<file path="src/hdl/rule_cfg_pkg.sv">
/*
  Constants for the per-port access-control rule entry register bank:
  direct register addresses, indirect field layouts, entry byte offsets,
  rule mode and compare-select encodings, reset values.
  Assumes a single switch system clock and synchronous reset.
*/
package rule_cfg_pkg;

  // --------------------------------------------------------------
  // Direct register addresses
  // --------------------------------------------------------------
  localparam logic [7:0] ADDR_TABLE_SEL = 8'h6e;
  localparam logic [7:0] ADDR_OFFSET    = 8'h6f;
  localparam logic [7:0] ADDR_DATA      = 8'ha0;

  // --------------------------------------------------------------
  // Table-select field layout
  // --------------------------------------------------------------
  localparam int         TSEL_TABLE_HI = 7;
  localparam int         TSEL_TABLE_LO = 5;
  localparam int         TSEL_PORT_HI  = 3;
  localparam int         TSEL_PORT_LO  = 0;
  localparam logic [2:0] TABLE_RULE    = 3'h2;
  localparam logic [3:0] PORT_FIRST    = 4'h1;
  localparam logic [3:0] PORT_LAST     = 4'h5;
  localparam int         NUM_PORTS     = 5;

  // --------------------------------------------------------------
  // Entry byte offsets held here
  // --------------------------------------------------------------
  localparam logic [7:0] OFS_MODE_CTRL = 8'h01;
  localparam logic [7:0] OFS_MAC_B5    = 8'h02;
  localparam logic [7:0] OFS_MAC_B4    = 8'h03;

  // --------------------------------------------------------------
  // Mode/compare byte field positions
  // --------------------------------------------------------------
  localparam int MODE_HI     = 5;
  localparam int MODE_LO     = 4;
  localparam int MATCH_EN_HI = 3;
  localparam int MATCH_EN_LO = 2;
  localparam int SIDE_BIT    = 1;
  localparam int POL_BIT     = 0;
  localparam logic [7:0] MODE_CTRL_WMASK = 8'h3f;

  // --------------------------------------------------------------
  // Reset values
  // --------------------------------------------------------------
  localparam logic [7:0] RST_BYTE = 8'h00;

  // --------------------------------------------------------------
  // Encodings
  // --------------------------------------------------------------
  typedef enum logic [1:0] {
    MODE_OFF   = 2'h0,
    MODE_L2    = 2'h1,
    MODE_L3    = 2'h2,
    MODE_L34   = 2'h3
  } rule_mode_t;

  typedef enum logic [2:0] {
    CMP_NONE   = 3'h0,
    CMP_PROTO  = 3'h1,
    CMP_PORTS  = 3'h2,
    CMP_TCPSEQ = 3'h3,
    CMP_OTHER  = 3'h4
  } compare_sel_t;

endpackage

</file>
<file path="src/hdl/acl_rule_match_config.sv">
/*
  Register bank for the comparison options and first two MAC bytes of one
  access-control rule entry per port, reached through the indirect
  table-select / offset / data byte window.
  Assumes a synchronous register port on the switch system clock with
  one-cycle write strobe and registered read data.
*/
`timescale 1ns/100ps
// Summary of operation
// - Protocol mode: enable code 00 compares protocol, 11 TCP sequence
// - Protocol mode: enable codes 01 and 10 both compare TCP/UDP ports
// - Bit 1 picks destination (0) or source (1) address; resets 0
// - Bit 0: 0 matches on differ, 1 matches on equal; resets 0
// - Table field 010 in select bits 7:5 routes window to rule table
// - Port number 1..5 in select bits 3:0 picks that port's entry
// - Offset register picks entry byte; data register reads/writes it
// - Offset 0x02 holds MAC bits 47:40, read/write, resets to zero
// - Rule mode 00 disables the rule, no action taken
module acl_rule_match_config (
  // Clock and reset
  input  wire logic                        clock,
  input  wire logic                        srst,
  // Register port
  input  wire logic [7:0]                  reg_addr,
  input  wire logic                        reg_wr,
  input  wire logic                        reg_rd,
  input  wire logic [7:0]                  reg_wdata,
  output logic      [7:0]                  reg_rdata,
  // Rule configuration of the port chosen by sel_port
  input  wire logic [2:0]                  sel_port,
  output logic [1:0]                       rule_mode,
  output rule_cfg_pkg::compare_sel_t       compare_sel,
  output logic                             use_source_addr,
  output logic                             match_on_equal,
  output logic                             rule_active,
  output logic [15:0]                      match_mac_address_hi
);

  localparam int NP = rule_cfg_pkg::NUM_PORTS;

  logic [7:0] table_sel_r;
  logic [7:0] offset_r;
  logic [7:0] mode_ctrl_r [NP];
  logic [7:0] mac_b5_r    [NP];
  logic [7:0] mac_b4_r    [NP];
  logic [7:0] rdata_nxt;
  logic       win_hit;
  logic [2:0] win_idx;
  logic [7:0] cur_ctrl;
  logic [2:0] sel_idx;
  logic [1:0] dec_mode;
  logic [1:0] cur_enable;
  rule_cfg_pkg::compare_sel_t dec_sel;
  logic       dec_active;

  // --------------------------------------------------------------
  // Window decode
  // --------------------------------------------------------------

  // Port number to array index; out-of-range ports give no hit
  function automatic logic [2:0] port_index(input logic [3:0] port);
    logic [3:0] d;
    d = port - rule_cfg_pkg::PORT_FIRST;
    return d[2:0];
  endfunction

  function automatic logic port_valid(input logic [3:0] port);
    return port >= rule_cfg_pkg::PORT_FIRST &&
           port <= rule_cfg_pkg::PORT_LAST;
  endfunction

  // Window only reaches entries when rule table and valid port chosen
  assign win_hit = (table_sel_r[rule_cfg_pkg::TSEL_TABLE_HI:
                                rule_cfg_pkg::TSEL_TABLE_LO]
                    == rule_cfg_pkg::TABLE_RULE) &&
                   port_valid(table_sel_r[rule_cfg_pkg::TSEL_PORT_HI:
                                          rule_cfg_pkg::TSEL_PORT_LO]);
  assign win_idx = port_index(table_sel_r[rule_cfg_pkg::TSEL_PORT_HI:
                                          rule_cfg_pkg::TSEL_PORT_LO]);

  // --------------------------------------------------------------
  // Direct select registers
  // --------------------------------------------------------------

  // Table/port select and offset are plain read/write bytes
  always_ff @(posedge clock) begin
    if (srst) begin
      table_sel_r <= rule_cfg_pkg::RST_BYTE;
      offset_r    <= rule_cfg_pkg::RST_BYTE;
    end else if (reg_wr) begin
      if (reg_addr == rule_cfg_pkg::ADDR_TABLE_SEL)
        table_sel_r <= reg_wdata;
      if (reg_addr == rule_cfg_pkg::ADDR_OFFSET)
        offset_r <= reg_wdata;
    end
  end

  // --------------------------------------------------------------
  // Entry storage
  // --------------------------------------------------------------

  // Only the addressed byte of the addressed port is written
  always_ff @(posedge clock) begin
    if (srst) begin
      for (int i = 0; i < NP; i++) begin
        mode_ctrl_r[i] <= rule_cfg_pkg::RST_BYTE;
        mac_b5_r[i]    <= rule_cfg_pkg::RST_BYTE;
        mac_b4_r[i]    <= rule_cfg_pkg::RST_BYTE;
      end
    end else if (reg_wr && reg_addr == rule_cfg_pkg::ADDR_DATA &&
                 win_hit) begin
      case (offset_r)
        rule_cfg_pkg::OFS_MODE_CTRL: begin
          // Top two bits are reserved and stay zero
          mode_ctrl_r[win_idx] <= reg_wdata &
                                  rule_cfg_pkg::MODE_CTRL_WMASK;
        end
        rule_cfg_pkg::OFS_MAC_B5: begin
          mac_b5_r[win_idx] <= reg_wdata;
        end
        rule_cfg_pkg::OFS_MAC_B4: begin
          mac_b4_r[win_idx] <= reg_wdata;
        end
        default: begin
        end
      endcase
    end
  end

  // --------------------------------------------------------------
  // Read path
  // --------------------------------------------------------------

  // Unmapped addresses and offsets read as zero
  always_comb begin
    rdata_nxt = rule_cfg_pkg::RST_BYTE;
    case (reg_addr)
      rule_cfg_pkg::ADDR_TABLE_SEL: rdata_nxt = table_sel_r;
      rule_cfg_pkg::ADDR_OFFSET:    rdata_nxt = offset_r;
      rule_cfg_pkg::ADDR_DATA: begin
        if (win_hit) begin
          case (offset_r)
            rule_cfg_pkg::OFS_MODE_CTRL: rdata_nxt = mode_ctrl_r[win_idx];
            rule_cfg_pkg::OFS_MAC_B5:    rdata_nxt = mac_b5_r[win_idx];
            rule_cfg_pkg::OFS_MAC_B4:    rdata_nxt = mac_b4_r[win_idx];
            default:                     rdata_nxt = rule_cfg_pkg::RST_BYTE;
          endcase
        end
      end
      default: rdata_nxt = rule_cfg_pkg::RST_BYTE;
    endcase
  end

  // Read data held until the next read
  always_ff @(posedge clock) begin
    if (srst)
      reg_rdata <= rule_cfg_pkg::RST_BYTE;
    else if (reg_rd)
      reg_rdata <= rdata_nxt;
  end

  // --------------------------------------------------------------
  // Configuration outputs for the classifier
  // --------------------------------------------------------------

  // Out-of-range port selection looks like a disabled rule
  assign sel_idx  = (sel_port < 3'(NP)) ? sel_port : 3'h0;
  assign cur_ctrl = (sel_port < 3'(NP)) ? mode_ctrl_r[sel_idx]
                                        : rule_cfg_pkg::RST_BYTE;
  assign dec_mode = cur_ctrl[rule_cfg_pkg::MODE_HI:rule_cfg_pkg::MODE_LO];
  assign cur_enable = cur_ctrl[rule_cfg_pkg::MATCH_EN_HI:
                               rule_cfg_pkg::MATCH_EN_LO];

  match_decode i_match_decode (
    .rule_mode           (dec_mode),
    .match_enable_select (cur_enable),
    .compare_sel         (dec_sel),
    .rule_active         (dec_active)
  );

  // Registered so the classifier sees glitch-free settings
  always_ff @(posedge clock) begin
    if (srst) begin
      rule_mode            <= rule_cfg_pkg::MODE_OFF;
      compare_sel          <= rule_cfg_pkg::CMP_NONE;
      use_source_addr      <= 1'b0;
      match_on_equal       <= 1'b0;
      rule_active          <= 1'b0;
      match_mac_address_hi <= 16'h0000;
    end else begin
      rule_mode            <= dec_mode;
      compare_sel          <= dec_sel;
      use_source_addr      <= cur_ctrl[rule_cfg_pkg::SIDE_BIT];
      match_on_equal       <= cur_ctrl[rule_cfg_pkg::POL_BIT];
      rule_active          <= dec_active;
      match_mac_address_hi <= (sel_port < 3'(NP))
                              ? {mac_b5_r[sel_idx], mac_b4_r[sel_idx]}
                              : 16'h0000;
    end
  end
endmodule

</file>
<file path="src/hdl/match_decode.sv">
/*
  Decodes one rule's mode/compare byte into the comparison selection
  for the layer 3/4 protocol mode.
  Assumes it is fed from registered configuration on the same clock.
*/
`timescale 1ns/100ps
module match_decode (
  // Configuration byte fields
  input  wire logic [1:0]                 rule_mode,
  input  wire logic [1:0]                 match_enable_select,
  // Decoded selection
  output rule_cfg_pkg::compare_sel_t      compare_sel,
  output logic                            rule_active
);

  // Protocol-mode decode; 01 and 10 are deliberately the same
  always_comb begin
    rule_active = (rule_mode != rule_cfg_pkg::MODE_OFF);
    compare_sel = rule_cfg_pkg::CMP_OTHER;
    case (rule_mode)
      rule_cfg_pkg::MODE_OFF: begin
        compare_sel = rule_cfg_pkg::CMP_NONE;
      end
      rule_cfg_pkg::MODE_L34: begin
        case (match_enable_select)
          2'h0:    compare_sel = rule_cfg_pkg::CMP_PROTO;
          2'h1:    compare_sel = rule_cfg_pkg::CMP_PORTS;
          2'h2:    compare_sel = rule_cfg_pkg::CMP_PORTS;
          default: compare_sel = rule_cfg_pkg::CMP_TCPSEQ;
        endcase
      end
      default: begin
        compare_sel = rule_cfg_pkg::CMP_OTHER;
      end
    endcase
  end

endmodule

</file>
<file path="config.mk">
export PLATFORM = sky130hd
export DESIGN_NAME = acl_rule_match_config
export DESIGN_NICKNAME = d
export VERILOG_FILES = /design/src/hdl/rule_cfg_pkg.sv /design/src/hdl/acl_rule_match_config.sv /design/src/hdl/match_decode.sv
export SDC_FILE = /design/constraint.sdc
export NUM_CORES = 1
export LEC_CHECK = 0
export ABC_AREA = 1
export BUFFER_PORTS_ARGS = -buffer_cell sky130_fd_sc_hd__buf_4
export CAP_MARGIN = 20
export CORE_MARGIN = 1.5
export CORE_UTILIZATION = 40
export DETAILED_ROUTE_END_ITERATION = 7
export PLACE_DENSITY = 0.62
export SYNTH_ARGS = -nofsm -noshare
export SYNTH_HDL_FRONTEND = slang
export SYNTH_HIERARCHICAL = 1
export SYNTH_SLANG_ARGS = --single-unit
</file>
<file path="constraint.sdc">
create_clock -name clock -period 4 [get_ports clock]
set_input_delay 0 -clock clock [delete_from_list [all_inputs] [get_ports clock]]
set_output_delay 0 -clock clock [all_outputs]
set_load 0.01 [all_outputs]
</file>
==> After elaboration in Yosys (flattened, before gate mapping) <==
Memories as Yosys holds them, arrays and structs flattened. A register that Yosys moved wholly into a read port is not among the register bits.
Cells that the tools add are included.
{ "word_totals": {"wordCells": 70, "regBits": 32, "in_bits": 23, "ram_bits": 110, "output_inout_bits": 32, "memories": 3} }
{ "mem_list": {"columns": ["memory", "depth", "word_bits", "rd", "rd_ports_with_merged_regs", "write_ports", "line_no", "rtl"], "rows": [
  ["mac_b4_r", 5, 8, 2, 1, 5, "acl_rule_match_config.sv:45", "logic [7:0] mac_b4_r [NP];"],
  ["mac_b5_r", 5, 8, 2, 1, 5, "acl_rule_match_config.sv:44", "logic [7:0] mac_b5_r [NP];"],
  ["mode_ctrl_r", 5, 6, 2, 0, 5, "acl_rule_match_config.sv:43", "logic [7:0] mode_ctrl_r [NP];"]
]} }
{ "op_classes": {"n_lt_le_gt_ge": 3, "mux": 30, "n_eq_ne": 10, "n_bitwise": 1, "reduce_logical": 14, "n_addsub": 1} }
{ "ops": {"columns": ["op", "n"], "rows": [
  ["8-bit one-hot mux with 3 select lines", 2],
  ["8-bit 2-to-1 mux", 3],
  ["1-bit 2-to-1 mux", 17],
  ["8-bit by 2-bit == test with 1-bit output, second input constant", 2],
  ["8-bit by 7-bit == test with 1-bit output, second input constant", 2],
  ["8-bit OR reduction", 2],
  ["3-bit 2-to-1 mux", 4],
  ["6-bit 2-to-1 mux", 2],
  ["8-bit by 1-bit == test with 1-bit output, second input constant", 1],
  ["8-bit == test, second input constant", 1],
  ["3-bit one-hot mux with 2 select lines", 1],
  ["6-bit OR reduction", 1],
  ["2-bit == test, second input constant", 2],
  ["4-bit by 1-bit >= comparator with 1-bit output, second input constant", 1],
  ["4-bit by 3-bit <= comparator with 1-bit output, second input constant", 1],
  ["1-bit logical AND", 4],
  ["2-bit logical NOT", 2],
  ["2-bit one-hot mux with 2 select lines", 1],
  ["2-bit AND reduction", 2],
  ["2-bit OR reduction", 2],
  ["3-bit by 2-bit == test with 1-bit output, second input constant", 1],
  ["3-bit < comparator, second input constant", 1],
  ["3-bit by 1-bit subtractor with 3-bit output, second input constant", 1],
  ["2-bit by 1-bit == test with 1-bit output, second input constant", 1],
  ["other kinds (2)", 2]
]} }

==> Depth between registers and ports, before layout <==
{ "logic_depth": {"depth_word": 9, "depth_mapped": 19, "depth_no_buf": 17} }

==> Modules after synthesis <==
The synthesis kept the hierarchy.
{ "modules_own_cells": {"columns": ["module", "area_each_um2", "seq_area_each_um2", "cells_each", "n_inst"], "rows": [
  ["acl_rule_match_config", 10915.5, 6246.0, 1318, 1],
  ["match_decode", 71.3, 0.0, 12, 1]
]} }

==> Worst setup path after synthesis <==
Ideal clock, no wire load.
{ "synth_path": {"path_type": "register to register", "from": "register table_sel_r[0]", "to": "memory mac_b4_r[5][0] (enable)", "t_required_ns": 3.630, "path_slack_ns": 1.103, "path_stages_with_launch": 16, "setup_ns": 0.370, "arrival_ns": 2.527, "period_less_slack_ns": 2.897, "path_buffers": 3, "path_cell_list": "dfxtp_1 -> inv_1 -> buf_2 -> buf_2 -> buf_2 -> ha_1 -> inv_1 -> nand2_1 -> nand2_2 -> or2_2 -> nand2_1 -> nor2_4 -> nand2_1 -> nor3_4 -> inv_1 -> nor2_1"} }
{ "synth_rtl": {"columns": ["item", "line_no", "rtl"], "rows": [
  ["start: declaration", "acl_rule_match_config.sv:41", "logic [7:0] table_sel_r;"],
  ["start signal: assignment", "acl_rule_match_config.sv:88", "table_sel_r <= rule_cfg_pkg::RST_BYTE;"],
  ["start signal: assignment", "acl_rule_match_config.sv:92", "table_sel_r <= reg_wdata;"],
  ["end: declaration", "acl_rule_match_config.sv:45", null]
]} }

==> Worst setup path in the final report <==
{ "layout_path": {"from": "register table_sel_r[1]", "to": "register reg_rdata[7]"} }
{ "layout_via": {"elab_chain_cells": 5, "elab_cells_between_ends": 10, "classes_between": "add/sub (1); order compare (2); mux (3); reduce/logical (2); memory (2)"} }
{ "layout_rtl": {"columns": ["item", "line_no", "rtl"], "rows": [
  ["3-bit by 1-bit subtractor with 3-bit output, or another cell as far along", "acl_rule_match_config.sv:63", "d = port - rule_cfg_pkg::PORT_FIRST;"],
  ["memory read 5 x 8 bit, or another cell as far along", null, null],
  ["8-bit one-hot mux with 3 select lines or 1-bit logical AND (tied branches)", "acl_rule_match_config.sv:142, acl_rule_match_config.sv:75", null],
  ["8-bit 2-to-1 mux *", "acl_rule_match_config.sv:141", "if (win_hit) begin"],
  ["8-bit one-hot mux with 3 select lines *", "acl_rule_match_config.sv:137", "case (reg_addr)"],
  ["end signal: assignment", "acl_rule_match_config.sv:157", "reg_rdata <= rule_cfg_pkg::RST_BYTE;"],
  ["end signal: assignment", "acl_rule_match_config.sv:159", "reg_rdata <= rdata_nxt;"],
  ["end: declaration", "acl_rule_match_config.sv:28", "output logic [7:0] reg_rdata,"]
]} }
Every way passes the cells marked *; elsewhere a longest branch is shown, timed or not.
A chain may end at the register's enable or synchronous reset.

==> run summary <==
status -> finished clean
Residual DRC -> 0
antenna violations before repair -> 0
Post-Syn Area -> 11,000 um^2
#FFs+latches synth -> 224
row count -> 60
Die X -> 169 um
Largest stage delay, worst path -> 0.58 ns
layout cells sized above 1 -> 9.11%
ys async rst share -> 0%
Skew-Pair Late Insertion Delay -> 0.52 ns
final wirelength -> 31,800 um
CTS buffer count -> 25
Crit Path Class -> flop to flop
vias per std cell -> 5.22
port buffer count -> 54
via count -> 9,050
FMAX -> 311 MHz
post-route ant nets -> 0
Congestion Overflow GR -> 0
post-DP HPWL -> 21,700 um
dpl ws -> 0.874 ns
slowest CP cell -> nor2_1
io pins -> 55
die area -> 28,500 um^2
Multi-input gate area -> 4020 um^2
Buf/Inv on CP -> 3
final worst path period need -> 3.21 ns
sequential element share of the synthesized area -> 56.9%
Post-CTS Setup Inserts -> 0
final clock period utilization by the worst path -> 80.4%
most used cell, CP -> nand2_1
Yosys top cell area share -> 48.1%
setup TNS -> 0 ns
Root Buffer -> clkbuf_16
Final Setup Violations -> 0
Setup WS post-layout -> 0.785 ns
PD cells -> 402 nW/um^2
fillers -> 2,630
Overall Global Routing Usage -> 22.5%
total core area -> 27,000 um^2
max-cap violation count -> 0
worst slew pin tran -> 0.928 ns
startpoint types -> flop
Slew HR -> 38.1%
top cells by area, synth -> edfxtp_1, nand2_1, dfxtp_1
register area -> 6250 um^2
first-pass GRT wire length -> 48,600 um
Final Util -> 46.6%
post-DR wirelength/cell -> 18.3 um
chip height -> 169 um
total inserted antenna cells -> 0
CTS tree -> yes
peak supply drop -> 0.280 mV
largest net degree at the start of global routing -> 77
CTS H-Tree Depth -> 1
DR pass1 iterations -> 5
CP top delay family -> simple AND/OR/NAND/NOR gates
Syn Inst Count -> 1,330
Layout Skew -> 0.0117 ns
Starting Density -> 40.8%
clk buf depth -> 3
required time of the critical path -> 4.47 ns
worst-path fanout max -> 23
clk slew on worst S/H paths -> 0.06 ns
Fin. Hold Viols -> 0
synth warn -> 6
fin. max-slew vios -> 0
Mapped Avg Cell Area -> 8.26 um^2
DR iter-0 viols -> 902
LEAKAGE -> 5.37 nW
# nets final -> 1,404
Netlist cell types -> 34
hold crit path type -> input port to flop
Crit. End Element -> flop
Mapped Nets -> 1,358
cell taking the most area after synthesis -> edfxtp_1
crit path cell chain -> inv_1 > ha_1 > inv_1 > nand2_1 > nand2_2 > nand2_1 > nor2_1 > nand2_1 > nand3_1 > nand2_1 > nand2_1 > nand2_1 > nand2_1 > nand2_1 > a21oi_1 > dlygate4sd3_1
Layout area overhead -> 14.4%
vias in the first global route -> 8,624
Primary FF master, synth -> edfxtp_1
gp weighted congestion -> 0.902
Tot Pwr -> 5.05 mW
Post-synth EDFFs -> 176
RSZ-0062 raised after global routing -> no
TritonCTS Sinks -> 224
hold_ws -> 0.0931 ns
WP data arrival -> 3.68 ns
worst reg2reg max path: stages, from the launching register on:
cell	delay [ns]
dfxtp_1	0.31
inv_1	0.07
ha_1	0.22
inv_1	0.08
nand2_1	0.08
nand2_2	0.34
nand2_1	0.16
nor2_1	0.58
nand2_1	0.13
nand3_1	0.15
nand2_1	0.08
nand2_1	0.08
nand2_1	0.09
nand2_1	0.08
nand2_1	0.05
a21oi_1	0.12
dlygate4sd3_1	0.55
stage by stage:
stage / std cells / area, um^2
floorplan: 1330 / 11000
global placement: 1673 / 11600
global route: 1735 / 12600
CTS: 1735 / 12600
detailed placement: 1673 / 11600
finish: 1735 / 12600
power breakdown:
group	total [mW]	switching, mW	internal, mW
clock	2.13	0.884	1.24
sequential	2.59	0.0289	2.56
combinational	0.337	0.235	0.102
layer usage:
metal  vias to the layer above  global-route usage (%)  share of wire [%]  wire length, um
li1                       4414                       -                  -                -
met1                      4169                    30.6                 43            13600
met5                         -                       0                  0                0
met4                         0                    9.32                4.0             1290
met3                        86                    3.53                7.6             2430
met2                       381                    36.1                 45            14500
cells by family (layout without fill, tap and decap cells):
family | count (synthesis) | count (layout) | synth area share, %
simple gates | 742 | 742 | 26.9
compound gates | 176 | 176 | 9.14
fa+ha+maj | 5 | 5 | 0.569
flops | 224 | 224 | 56.9
buf+inv | 183 | 247 | 6.57
final cells by class:
class,count,share of cell area (%)
clock buffer,41,5.84
multi-input combinational,923,32.0
inverter,119,3.56
tap,341,3.40
sequential,224,49.7
timing repair buffer,83,5.30
clock inverter,4,0.169
cells in the mapped netlist, drive strengths merged, types with 7 or more instances:
library cell / n
a211oi: 14
a21oi: 41
buf: 26
clkbuf: 38
dfxtp: 48
edfxtp: 176
inv: 116
nand2: 518
nand3: 37
nor2: 163
nor3: 7
o211ai: 13
o21ai: 88
o221ai: 9
placed cells by master (no fill, tap or decap), types with 5 or more instances in the layout:
master | synthesis | final
inv_1 | 112 | 111
nor2_1 | 159 | 158
buf_4 | 2 | 66
or4_1 | 5 | 5
inv_2 | 4 | 5
a21oi_1 | 41 | 41
a211oi_1 | 14 | 14
o211ai_1 | 13 | 13
clkbuf_1 | 38 | 10
o22ai_1 | 6 | 6
clkbuf_16 | 0 | 25
dfxtp_1 | 48 | 47
ha_1 | 5 | 5
nand2_2 | 11 | 11
o21ai_0 | 88 | 88
edfxtp_1 | 176 | 176
dlygate4sd3_1 | 0 | 17
nand2_1 | 507 | 507
nor3_1 | 6 | 6
nand3_1 | 37 | 37
o221ai_1 | 9 | 9
state kept, by name, summed over array words and instances, names as in the netlist:
signal	count
compare_sel	3
mac_b4_r	64
mac_b5_r	64
match_mac_address_hi	16
match_on_equal	1
mode_ctrl_r	48
offset_r	8
reg_rdata	8
rule_active	1
rule_mode	2
table_sel_r	8
use_source_addr	1
repair_timing:
| action | CTS | global route |
|---|---|---|
| gates resized for setup | 0 | 0 |
| hold endpoints to repair | 105 | 0 |
| hold buffers | 17 | 0 |
worst paths after layout:
path,to,slack (ns),startpoint,depth (start not counted)
worst min-delay path,reg_rdata[6]$_SDFFE_PP0P_,0.09,reg_addr[3],6
worst max-delay path,reg_rdata[7]$_SDFFE_PP0P_,0.79,table_sel_r[1]$_SDFFE_PP0P_,16
worst min register to register,reg_rdata[5]$_SDFFE_PP0P_,0.47,reg_rdata[5]$_SDFFE_PP0P_,2
worst max register to register,reg_rdata[7]$_SDFFE_PP0P_,0.79,table_sel_r[1]$_SDFFE_PP0P_,16
Note: power is estimated with default switching activity, not from simulation.
